**src/logic/fecs_pkg.sv**
```systemverilog
// What this block does
// RULE_01: Result word top nibble: 0xA success or background program, 0xF error.
// RULE_02: Opcode 0x0A erases the whole main array of the macro only.
// RULE_03: After erase every word must read zero, else erase-verify-nonzero error.
// RULE_04: Debug master sets bit 0; arguments then come from the command word.
// RULE_05: Erase bit 2 zero lets other reads run; one stalls all reads.
// RULE_06: Bit 1 picks firmware-timed (0) or hardware-timed (1) high-voltage cycles.
// RULE_07: CPU master gives an aligned 32-bit pointer to its parameter block.
// RULE_08: Opcode 0x0B sums all bytes of one row or the whole region.
// RULE_09: Checksum bits 23:22 region, bit 21 row or whole, bits 20:8 row.
// RULE_10: Checksum runs with requester security; non-secure over secured flash faults.
// RULE_11: Requests arrive in the command word; results return there or in block.
// RULE_12: Low-voltage software raises supply and sets voltage flag around flash writes.
// RULE_13: Successful checksum returns its 24-bit sum in result bits 23:0.
// RULE_14: Unknown opcode does nothing and returns the error status nibble; the code still loads hv_hw_timed from bit 1.
package fecs_pkg;
    localparam logic [7:0] OFS_COMMAND = 8'h00;
    localparam logic [7:0] OFS_CONTROL = 8'h04;
    localparam logic [7:0] OFS_STATUS = 8'h08;
    localparam logic [7:0] OFS_IRQ_STATUS = 8'h0C;
    localparam logic [7:0] OFS_IRQ_MASK = 8'h10;
    localparam logic [7:0] OFS_CONFIG = 8'h14;
    localparam logic [7:0] OP_ERASE_ALL = 8'h0A;
    localparam logic [7:0] OP_CHECKSUM = 8'h0B;
    localparam logic [3:0] STAT_SUCCESS = 4'hA;
    localparam logic [3:0] STAT_ERROR = 4'hF;
    localparam logic [27:0] ERR_NONE = 28'h0000000;
    localparam logic [27:0] ERR_VERIFY_NONZERO = 28'h0000001;
    localparam logic [27:0] ERR_BAD_OPCODE = 28'h0000002;
    localparam logic [27:0] ERR_PROTECTION = 28'h0000003;
    localparam int OPC_MSB = 31;
    localparam int OPC_LSB = 24;
    localparam int BIT_STALL = 2;
    localparam int BIT_HW_TIMED = 1;
    localparam int BIT_DIRECT = 0;
    localparam int REG_MSB = 23;
    localparam int REG_LSB = 22;
    localparam int BIT_WHOLE = 21;
    localparam int ROW_MSB = 20;
    localparam int ROW_LSB = 8;
    localparam int ROW_WORDS_LOG2 = 3;
    localparam int FLASH_AW = 16;
    localparam logic [1:0] REGION_APP = 2'h0;
    localparam logic [1:0] REGION_AUX = 2'h1;
    localparam logic [31:0] BASE_APP = 32'h00000000;
    localparam logic [31:0] BASE_AUX = 32'h00010000;
    localparam logic [31:0] BASE_SUPERVISORY = 32'h00020000;
    localparam logic [15:0] MACRO_WORDS_RESET = 16'h0100;
    localparam logic [2:0] IRQ_DONE = 3'h1;
    localparam logic [2:0] IRQ_ERROR = 3'h2;
    localparam logic [2:0] IRQ_FAULT = 3'h4;
    localparam logic [3:0] ERASE_CYCLES = 4'h8;
    typedef enum {IDLE, FETCH, DECODE, ERASE, VERIFY, SUM, WRITEBACK, FINISH} fecs_phase_type;
    typedef struct packed {
        logic req;
        logic wr;
        logic [31:0] addr;
        logic [31:0] wdata;
    } fecs_mem_req_type;
    typedef struct packed {
        logic ack;
        logic [31:0] rdata;
        logic fault;
    } fecs_mem_rsp_type;
endpackage

```
**src/logic/fecs_syscall.sv**
```systemverilog
module fecs_syscall (
    input wire logic pclk, // Clock, 10 MHz
    input wire logic presetn, // Async reset, active low
    input wire logic psel, // APB select
    input wire logic penable, // APB enable
    input wire logic pwrite, // APB direction
    input wire logic [7:0] paddr, // APB byte address
    input wire logic [31:0] pwdata, // APB write data
    output logic [31:0] prdata, // APB read data
    output logic pready, // APB ready
    output logic pslverr, // APB error
    input wire logic requester_secure, // Security of the requesting master
    output fecs_pkg::fecs_mem_req_type sram_req, // Parameter block port
    input wire fecs_pkg::fecs_mem_rsp_type sram_rsp, // Parameter block answer
    output fecs_pkg::fecs_mem_req_type flash_req, // Flash read port
    input wire fecs_pkg::fecs_mem_rsp_type flash_rsp, // Flash read answer
    output logic erase_strobe, // Erase pulse to flash macro
    output logic hv_hw_timed, // High-voltage cycles timed by hardware
    output logic read_stall, // Stall all flash reads
    output logic busy, // Operation running
    output logic fault_exception, // Protection fault
    output logic irq // Interrupt, high level
);
    import fecs_pkg::*;
    typedef struct packed {
        fecs_phase_type phase;
        logic [31:0] cmd;
        logic [31:0] args;
        logic [31:0] result;
        logic from_block;
        // Flash walk: region base, word index and last index
        logic [31:0] base;
        logic [FLASH_AW-1:0] addr;
        logic [FLASH_AW-1:0] last;
        logic [3:0] wait_cnt;
        // Software-visible registers
        logic [2:0] irq_status;
        logic [2:0] irq_mask;
        logic [FLASH_AW-1:0] macro_words;
        // Registered outputs
        logic [31:0] prdata;
        logic pready;
        logic pslverr;
        fecs_mem_req_type sram_req;
        fecs_mem_req_type flash_req;
        logic erase_strobe;
        logic hv_hw_timed;
        logic read_stall;
        logic busy;
        logic fault_exception;
        logic irq;
        logic sum_clear;
    } fecs_state_type;
    fecs_state_type r, next_r;
    // Byte sum of the words read during a checksum walk
    logic [23:0] sum;
    logic sum_add;
    logic apb_write;
    logic apb_read;
    logic [2:0] events;
    logic [31:0] region_base;
    // A transfer is acted on once, in the cycle before pready goes out
    assign apb_write = psel && penable && pwrite && !r.pready;
    assign apb_read = psel && penable && !pwrite && !r.pready;
    // Only a clean flash answer during a checksum adds to the sum
    assign sum_add = r.phase == SUM && r.flash_req.req && flash_rsp.ack && !flash_rsp.fault;
    always_comb begin
        next_r = r;
        events = 3'h0;
        region_base = 32'h00000000;
        next_r.pready = psel && penable && !r.pready;
        next_r.pslverr = 1'b0;
        next_r.erase_strobe = 1'b0;
        next_r.sum_clear = 1'b0;
        // Register writes; a command while busy is refused with pslverr
        if (apb_write) begin
            unique case (paddr)
                OFS_COMMAND: begin
                    if (r.busy) begin
                        next_r.pslverr = 1'b1;
                    end else begin
                        next_r.cmd = pwdata; // RULE_11
                        next_r.phase = pwdata[BIT_DIRECT] ? DECODE : FETCH; // RULE_04
                        next_r.from_block = !pwdata[BIT_DIRECT]; // RULE_07
                        next_r.args = pwdata;
                        next_r.busy = 1'b1;
                    end
                end
                OFS_IRQ_STATUS: next_r.irq_status = r.irq_status & ~pwdata[2:0];
                OFS_IRQ_MASK: next_r.irq_mask = pwdata[2:0];
                OFS_CONFIG: next_r.macro_words = pwdata[FLASH_AW-1:0];
                OFS_CONTROL, OFS_STATUS: ;
                default: next_r.pslverr = 1'b1;
            endcase
        end
        // Register reads land in prdata together with pready
        if (apb_read) begin
            unique case (paddr)
                OFS_COMMAND: next_r.prdata = r.result; // RULE_11
                OFS_STATUS: next_r.prdata = {29'h0, r.read_stall, r.hv_hw_timed, r.busy};
                OFS_IRQ_STATUS: next_r.prdata = {29'h0, r.irq_status};
                OFS_IRQ_MASK: next_r.prdata = {29'h0, r.irq_mask};
                OFS_CONFIG: next_r.prdata = {16'h0, r.macro_words};
                OFS_CONTROL: next_r.prdata = r.cmd;
                default: begin
                    next_r.prdata = 32'h00000000;
                    next_r.pslverr = 1'b1;
                end
            endcase
        end
        // Writing one to the fault bit drops the pin; a fault raised below still wins
        if (apb_write && paddr == OFS_IRQ_STATUS && pwdata[2]) begin
            next_r.fault_exception = 1'b0;
        end
        // Command sequencer
        unique case (r.phase)
            IDLE: begin
                // No request may linger once a command has finished
                next_r.sram_req.req = 1'b0;
                next_r.flash_req.req = 1'b0;
            end
            // CPU request: fetch the argument word from the parameter block
            FETCH: begin
                next_r.sram_req.req = 1'b1;
                next_r.sram_req.wr = 1'b0;
                next_r.sram_req.addr = {r.cmd[31:2], 2'b00}; // RULE_07
                if (r.sram_req.req && sram_rsp.ack) begin
                    next_r.sram_req.req = 1'b0;
                    next_r.args = sram_rsp.rdata;
                    next_r.phase = DECODE;
                end
            end
            // Options come from the command word or from the fetched block word
            DECODE: begin
                next_r.sum_clear = 1'b1;
                next_r.hv_hw_timed = r.args[BIT_HW_TIMED]; // RULE_06
                unique case (r.args[OPC_MSB:OPC_LSB])
                    OP_ERASE_ALL: begin
                        next_r.read_stall = r.args[BIT_STALL]; // RULE_05
                        next_r.erase_strobe = 1'b1; // RULE_02
                        next_r.wait_cnt = ERASE_CYCLES;
                        next_r.phase = ERASE;
                    end
                    OP_CHECKSUM: begin
                        unique case (r.args[REG_MSB:REG_LSB]) // RULE_09
                            REGION_APP: region_base = BASE_APP;
                            REGION_AUX: region_base = BASE_AUX;
                            default: region_base = BASE_SUPERVISORY;
                        endcase
                        if (r.args[BIT_WHOLE]) begin
                            next_r.addr = '0;
                            next_r.last = r.macro_words - 16'h0001;
                        end else begin
                            next_r.addr = FLASH_AW'({r.args[ROW_MSB:ROW_LSB], 3'b000});
                            next_r.last = FLASH_AW'({r.args[ROW_MSB:ROW_LSB], 3'b111});
                        end
                        // Base is held apart from the index so it lasts the whole walk
                        next_r.base = region_base; // RULE_09
                        next_r.phase = SUM;
                    end
                    default: begin
                        next_r.result = {STAT_ERROR, ERR_BAD_OPCODE}; // RULE_14
                        next_r.phase = WRITEBACK;
                    end
                endcase
            end
            // High-voltage time, then verify from the first word of the main array
            ERASE: begin
                if (r.wait_cnt == 4'h0) begin
                    next_r.addr = '0;
                    next_r.last = r.macro_words - 16'h0001;
                    next_r.base = BASE_APP; // RULE_02
                    next_r.phase = VERIFY;
                end else begin
                    next_r.wait_cnt = r.wait_cnt - 4'h1;
                end
            end
            // One read in flight at a time; the request stands until ack
            VERIFY, SUM: begin
                next_r.flash_req.req = 1'b1;
                next_r.flash_req.wr = 1'b0;
                next_r.flash_req.addr = r.base + {14'h0, r.addr, 2'b00};
                if (r.flash_req.req && flash_rsp.ack) begin
                    next_r.flash_req.req = 1'b0;
                    if (r.phase == SUM && flash_rsp.fault) begin
                        next_r.fault_exception = !requester_secure; // RULE_10
                        next_r.result = {STAT_ERROR, ERR_PROTECTION};
                        next_r.phase = WRITEBACK;
                    end else if (r.phase == VERIFY && flash_rsp.rdata != 32'h00000000) begin
                        next_r.result = {STAT_ERROR, ERR_VERIFY_NONZERO}; // RULE_03
                        next_r.phase = WRITEBACK;
                    end else if (r.addr == r.last) begin
                        next_r.phase = FINISH;
                    end else begin
                        next_r.addr = r.addr + 16'h0001;
                    end
                end
            end
            // Success word: checksum in the low bits, or a plain success code
            FINISH: begin
                if (r.args[OPC_MSB:OPC_LSB] == OP_CHECKSUM) begin
                    next_r.result = {STAT_SUCCESS, 4'h0, sum}; // RULE_13
                end else begin
                    next_r.result = {STAT_SUCCESS, ERR_NONE}; // RULE_01
                end
                next_r.phase = WRITEBACK;
            end
            // Result stays in the command word; a CPU request also gets it in its block
            WRITEBACK: begin
                if (r.from_block) begin
                    next_r.sram_req.req = 1'b1;
                    next_r.sram_req.wr = 1'b1;
                    next_r.sram_req.wdata = r.result; // RULE_11
                end
                if (!r.from_block || (r.sram_req.req && sram_rsp.ack)) begin
                    next_r.sram_req.req = 1'b0;
                    next_r.busy = 1'b0;
                    next_r.read_stall = 1'b0;
                    next_r.phase = IDLE;
                    events = IRQ_DONE;
                    if (r.result[31:28] == STAT_ERROR) begin
                        events = events | IRQ_ERROR; // RULE_01
                    end
                    if (r.fault_exception) begin
                        events = events | IRQ_FAULT;
                    end
                end
            end
            default: next_r.phase = IDLE;
        endcase
        // An event in the cycle of a clear keeps its bit set
        next_r.irq_status = next_r.irq_status | events;
        next_r.irq = |(next_r.irq_status & r.irq_mask);
    end
    always_ff @(posedge pclk or negedge presetn) begin
        if (!presetn) begin
            r <= '0;
            r.phase <= IDLE;
            r.macro_words <= MACRO_WORDS_RESET;
        end else begin
            r <= next_r;
        end
    end
    fecs_byte_sum u_sum (
        .pclk(pclk),
        .presetn(presetn),
        .clear(r.sum_clear),
        .add(sum_add),
        .word(flash_rsp.rdata),
        .sum(sum)
    );
    // Every output comes straight from the state register
    assign prdata = r.prdata;
    assign pready = r.pready;
    assign pslverr = r.pslverr;
    assign sram_req = r.sram_req;
    assign flash_req = r.flash_req;
    assign erase_strobe = r.erase_strobe;
    assign hv_hw_timed = r.hv_hw_timed;
    assign read_stall = r.read_stall;
    assign busy = r.busy;
    assign fault_exception = r.fault_exception;
    assign irq = r.irq;
endmodule // fecs_syscall

```
**src/logic/fecs_byte_sum.sv**
```systemverilog
module fecs_byte_sum (
    input wire logic pclk, // Clock
    input wire logic presetn, // Async reset, active low
    input wire logic clear, // Restart the sum
    input wire logic add, // Accumulate word
    input wire logic [31:0] word, // Word read from flash
    output logic [23:0] sum // Running byte sum
);
    import fecs_pkg::*;
    typedef struct packed {
        logic [23:0] sum;
    } fecs_sum_state_type;
    fecs_sum_state_type r, next_r;
    always_comb begin
        next_r = r;
        if (clear) begin
            next_r.sum = 24'h000000;
        end else if (add) begin
            next_r.sum = r.sum + 24'(word[7:0]) + 24'(word[15:8]) + 24'(word[23:16]) + 24'(word[31:24]); // RULE_08
        end
    end
    always_ff @(posedge pclk or negedge presetn) begin
        if (!presetn) begin
            r <= '0;
        end else begin
            r <= next_r;
        end
    end
    assign sum = r.sum;
endmodule // fecs_byte_sum

```
**config.mk**
```make
export PLATFORM = sky130hd
export DESIGN_NAME = fecs_syscall
export DESIGN_NICKNAME = d
export VERILOG_FILES = /design/src/logic/fecs_pkg.sv /design/src/logic/fecs_syscall.sv /design/src/logic/fecs_byte_sum.sv
export SDC_FILE = /design/constraint.sdc
export NUM_CORES = 1
export LEC_CHECK = 0
export ABC_AREA = 0
export ABC_CLOCK_PERIOD_IN_PS = 3350
export BUFFER_PORTS_ARGS = -buffer_cell sky130_fd_sc_hd__buf_2
export CAP_MARGIN = 25
export CORE_MARGIN = 2
export CORE_UTILIZATION = 57
export CTS_CLUSTER_SIZE = 10
export DETAILED_ROUTE_END_ITERATION = 10
export HOLD_SLACK_MARGIN = 0.1
export PLACE_DENSITY = 0.79
export SETUP_SLACK_MARGIN = 0.4
export SLEW_MARGIN = 25
export SYNTH_ARGS = -nofsm -noshare
export SYNTH_HDL_FRONTEND = slang
export SYNTH_SLANG_ARGS = --single-unit
```
**constraint.sdc**
```tcl
create_clock -name pclk -period 3.35 [get_ports pclk]
set_clock_uncertainty 0.1 [all_clocks]
set_input_delay 0.1675 -clock pclk [delete_from_list [all_inputs] [get_ports pclk]]
set_output_delay 0.1675 -clock pclk [all_outputs]
set_load 0.005 [all_outputs]
```
## Word-level counts from Yosys, hierarchy flattened

Cells that the tools add are included.

- Input port bits: 114
- Memories: 0
- Output and inout bits: 172
- Bits in read-only memories: 0
- Bits in writable memories: 0
- Word-level logic and storage cells: 195
- Bits in latches: 0
- Register bits after elaboration: 381

- Divide/modulo/power cells: 0
- Magnitude comparators: 0
- Eq/ne operators: 32
- $add $sub $neg: 8
- Muxes and demuxes: 70
- $mul: 0
- Reduce and logical (&&, ||, !) cells: 51
- Bitwise logic cells: 5
- Shift operators: 0

Operator list:

| operator | count |
|---|---|
| $mux 32 | 14 |
| $mux 96 | 3 |
| $pmux 32 s7 | 1 |
| $pmux 32 s6 | 1 |
| $eq 32x3->1 const B | 4 |
| $mux 64 | 2 |
| $add 24x8->24 | 4 |
| $pmux 32 s3 | 1 |
| $mux 16 | 5 |
| $mux 24 | 3 |
| $eq 32x2->1 const B | 2 |
| $eq 32x4->1 const B | 2 |
| $pmux 32 s2 | 1 |
| $pmux 16 s3 | 1 |
| $pmux 20 s2 | 1 |
| $pmux 18 s2 | 1 |
| $add 32x18->32 | 1 |
| $eq 32x1->1 const B | 1 |
| $eq 8x4->1 const B | 4 |
| $logic_not 32->1 | 1 |
| $reduce_bool 32->1 | 1 |
| $mux 22 | 1 |
| $ne 2x2->1 const B | 10 |
| $mux 1 | 17 |
| 36 further kinds | 84 |

## Depth between registers and ports, before layout

- Depth in word-level cells: 9
- Gate-level depth with buffers: 15

## By module

From an unflattened synthesis, not the netlist that was laid out.

- Cells, all modules: 1727
- Area, all modules: 16667.2 sq um

By module, submodules not included:

| module | times used | cells an instance | seq. area each (sq um) | area an instance (sq um) |
|---|---|---|---|---|
| fecs_syscall | 1 | 1448 | 7358.3 | 14177.3 |
| fecs_byte_sum | 1 | 279 | 600.6 | 2489.9 |

## Worst setup path after synthesis

Ideal clock, no wire load.

- Kind: input-to-reg
- From: input flash_rsp[2] in the netlist's numbering
- To: register u_sum.r (netlist bit u_sum.sum[17])
- Stages: 15
- Slack: -482 ps
- Data required time: 3172 ps
- Library setup time: 78 ps
- Data arrival time: 3654 ps
- Cells stage by stage: inv_1 -> fa_1 -> fa_1 -> fa_1 -> inv_1 -> ha_1 -> inv_1 -> fa_1 -> nand2b_1 -> a21oi_1 -> o31ai_1 -> o21a_1 -> clkbuf_1 -> or4_1 -> a21oi_1

- Word-level cells in the longest chain between the ends: 6

Ends and longest elaborated chain:

| element | line | RTL |
|---|---|---|
| start, declared | fecs_syscall.sv:16 | `input wire fecs_pkg::fecs_mem_rsp_type flash_rsp,` |
| $add 24x8->24 (4 in a row) | fecs_byte_sum.sv:19 | `next_r.sum = r.sum + 24'(word[7:0]) + 24'(word[15:8]) + 24'(word[23:16]) + 24'(word[31:24]);` |
| $mux 24 | fecs_byte_sum.sv:18 | `end else if (add) begin` |
| $mux 24 | fecs_byte_sum.sv:16 | `if (clear) begin` |
| end signal, assigned | fecs_byte_sum.sv:26 | `r <= next_r;` |
| end, declared | fecs_byte_sum.sv:13 | `fecs_sum_state_type r, next_r;` |

No other way between the ends. The select of a mux whose other input is x is not followed.
A chain may end at the register's enable or synchronous reset.

## Worst setup path in the final report

- From: input flash_rsp[3] in the netlist's numbering
- To: register u_sum.r (netlist bit u_sum.sum[19])

The elaborated chain is that of the path after synthesis.

==> reports/results.tsv <==
metric	value	unit
Worst EP arrival	3.62	ns
Storage cell area	0.00796	sq mm
FP Rows	62	
placed cell areas	0.0178	sq mm
clk_lat worst skew	0.53	ns
area taken by multi-input logic gates	0.00738	sq mm
Final GP Congestion	0.962	
clock sinks	318	
Slew @ Worst Pin	0.869	ns
R2R depth	6	
worst-case vdd ir drop	289	uV
WL/cell	20.2	um
fin util	69.4	%
Worst Setup End Kind	register	
pin count of the biggest net entering global routing	90	
Mapped Area	0.0166	sq mm
R2R setup slack	0.36	ns
number of antenna violations at the first check in global routing	1	
synth warn	0	
layout cells sized above 1	26.6	%
grt ovf	0	
pre-CTS setup slack	-0.530	ns
RSZ-0062 raised after global routing	yes	
Final ANT Viol Nets	0	
Top FF cell, synth	dfrtp_1	
Die ar.	0.0305	sq mm
MaxCap Viol Count	0	
die width	175	um
end of the worst register-to-register path	u_sum.sum[19]$_DFFE_PN0P_	
clk buf depth	3	
HPWL Detailed	32800	um
Via density	5.74	
Power, Total	8.92	mW
DRC	0	
first-pass GRT wire length	73800	um
Yosys cell types	67	
overall routing resource usage	30.7	%
H-tree depth	2	
Max-Slew Margin vs Limit	42.1	%
Design Area, Final	0.0199	sq mm
crit-path max FO	5	
Avg Inst Size Synth	9.83	sq um
DR iter-0 viols	1096	
Pins Over Slew Limit	0	
Core ar.	0.0287	sq mm
RR Startpoint	r[384]$_DFF_PN0_	
setup slack after layout	0.0793	ns
number of global-route vias before repair	13500	
count of boundary I/O pins	286	
Area growth syn-to-layout	20.0	%
status	finished, final reports clean	
layout net count	2116	
crit start category	primary input	
part of the cycle the worst path needs	97.6	%
DRT Pass-1 Iters	7	
fraction of registers with async set/reset	100	%
#FFs+latches synth	318	
Mapped Cells	1690	
Initial Utilization	57.9	%
Routed WL	47600	um
PortBufs	224	
routed vias	13500	
Seq/Total Area, Yosys	47.9	%
Fill cells	2130	
Root Buffer	clkbuf_16	
TritonCTS Buffers	38	
WP data required	3.69	ns
Tmin final	3.27	ns
die height	175	um
Max Fclk	306	MHz
Clk pin slew, worst setup/hold paths	0.05	ns
EDFF count, synth	0	
Finish-stage setup viols	0	
final hold vios	0	
hold crit path type	in -> async	
Static Leakage	10.2	nW
CTS tree	done	
total negative setup slack	0	ns
pwr/cell area	448	mW/mm^2
WS Path Type	in -> reg	
==> per-layer routing <==
| layer | share of wire [%] | GRT usage (%) |
|---|---|---|
| met1 | 39 | 39.5 |
| met2 | 49 | 51.8 |
| met3 | 7.5 | 5.94 |
| met4 | 4.0 | 11.6 |
| met5 | 0 | 0 |
==> what timing repair did <==
| item | in CTS | in global routing |
|---|---|---|
| setup endpoints to repair | 16 | 19 |
| cloned | 1 | 0 |
| resized for setup | 23 | 50 |
| buffers inserted | 4 | 8 |
| hold buffers | 73 | 0 |
| hold endpoints to repair | 182 | 0 |
| pin swaps | 8 | 10 |
==> worst max-delay path, stage by stage <==
cell	delay [ns]
buf_6	0.07
inv_2	0.03
fa_1	0.52
inv_1	0.05
fa_1	0.49
inv_1	0.06
fa_1	0.45
buf_4	0.15
fa_2	0.38
nand2b_4	0.16
a21oi_4	0.18
o31ai_4	0.09
o21a_2	0.24
or4_4	0.43
a21oi_2	0.13
==> cell usage in the layout (no fill, tap or decap), types with 19 or more instances in the layout <==
cell type / n
dfrtp_1: 317
nand2_1: 278
buf_2: 216
mux2_2: 83
conb_1: 83
nor2_1: 82
inv_1: 75
a21oi_1: 75
buf_4: 75
dlygate4sd3_1: 73
o21ai_0: 65
a22o_1: 42
clkbuf_16: 39
a31oi_1: 33
a21o_1: 31
nor4_1: 28
xor2_1: 28
nand3_1: 25
fa_1: 23
nand4_1: 21
inv_2: 19
==> worst max path at each step <==
stage                                      to  cells after the start  slack (ns)          start
finish              u_sum.sum[19]$_DFFE_PN0P_                     15        0.08   flash_rsp[3]
global route        u_sum.sum[15]$_DFFE_PN0P_                     15       -0.04   flash_rsp[3]
CTS                 u_sum.sum[15]$_DFFE_PN0P_                     15        0.16   flash_rsp[3]
detailed placement  u_sum.sum[16]$_DFFE_PN0P_                     16       -0.53   flash_rsp[3]
global placement    u_sum.sum[16]$_DFFE_PN0P_                     16       -0.44   flash_rsp[4]
floorplan           u_sum.sum[17]$_DFFE_PN0P_                     15       -0.25  flash_rsp[18]
==> layout make-up <==
type	instances	share of cell area (%)
Antenna cell	1	0.0126
Sequential cell	318	39.9
Inverter	95	1.83
Tap cell	384	2.41
Clock buffer	45	5.16
Timing Repair Buffer	385	13.4
Clock inverter	3	0.170
Multi-Input combinational cell	1120	37.1
==> state kept, by name (all words and copies together) (netlist names) <==
register	count
erase_strobe	1
busy	1
irq	1
u_sum.sum	24
read_stall	1
flash_req	18
prdata	32
pready	1
r	178
pslverr	1
fault_exception	1
sram_req	58
hv_hw_timed	1
==> through the flow <==
| stage | hold WS, ns | cells |
|---|---|---|
| final | 0.144 | 2351 |
| after floorplan | -0.228 | 1772 |
| after detailed placement | 0.127 | 2216 |
| after global routing | 0.180 | 2350 |
| after CTS | 0.120 | 2342 |
| after global placement | 0.111 | 2216 |
==> cells by family (layout without fill, tap and decap cells) <==
kind of cell / Yosys count / in the layout / synth area share [%]
fa+ha+maj: 44 / 44 / 4.40
other cells: 1 / 84 / 0.0226
xor+xnor: 35 / 35 / 1.85
mux: 99 / 99 / 6.61
simple gates: 543 / 543 / 15.5
compound gates: 315 / 316 / 12.3
buf+inv: 335 / 528 / 11.3
flops: 318 / 318 / 47.9
==> cell usage after synthesis (4+ instances only) <==
cell / number / share of area (%)
dfrtp_1: 317 / 48
nand2_1: 279 / 6.3
buf_4: 165 / 7.5
inv_1: 95 / 2.1
mux2_2: 84 / 5.7
nor2_1: 84 / 1.9
a21oi_1: 82 / 2.5
o21ai_0: 69 / 2.1
clkbuf_1: 64 / 1.4
a22o_1: 42 / 2.2
a31oi_1: 33 / 1.2
a21o_1: 31 / 1.4
nor4_1: 29 / 1.1
nand3_1: 28 / 0.84
xor2_1: 28 / 1.5
fa_1: 24 / 2.9
nand4_1: 21 / 0.79
ha_1: 20 / 1.5
nor3_1: 18 / 0.54
nand3b_1: 17 / 0.77
mux2i_1: 14 / 0.84
nor2b_1: 11 / 0.41
o31ai_1: 11 / 0.50
or4_1: 11 / 0.50
nand2b_1: 8 / 0.30
and2_1: 7 / 0.26
xnor2_1: 7 / 0.37
buf_2: 6 / 0.18
a211oi_1: 5 / 0.23
and3_1: 5 / 0.19
and4_1: 5 / 0.26
buf_1: 5 / 0.11
o21a_1: 4 / 0.18
o22ai_1: 4 / 0.15
==> report_power, final <==
group	internal, mW	switching, mW	total [mW]	leakage [nW]
clock	2.15	1.51	3.66	0.524
sequential	3.91	0.0474	3.95	4.29
combinational	0.627	0.672	1.30	5.34
No activity file was read; power rests on OpenSTA's default activity.
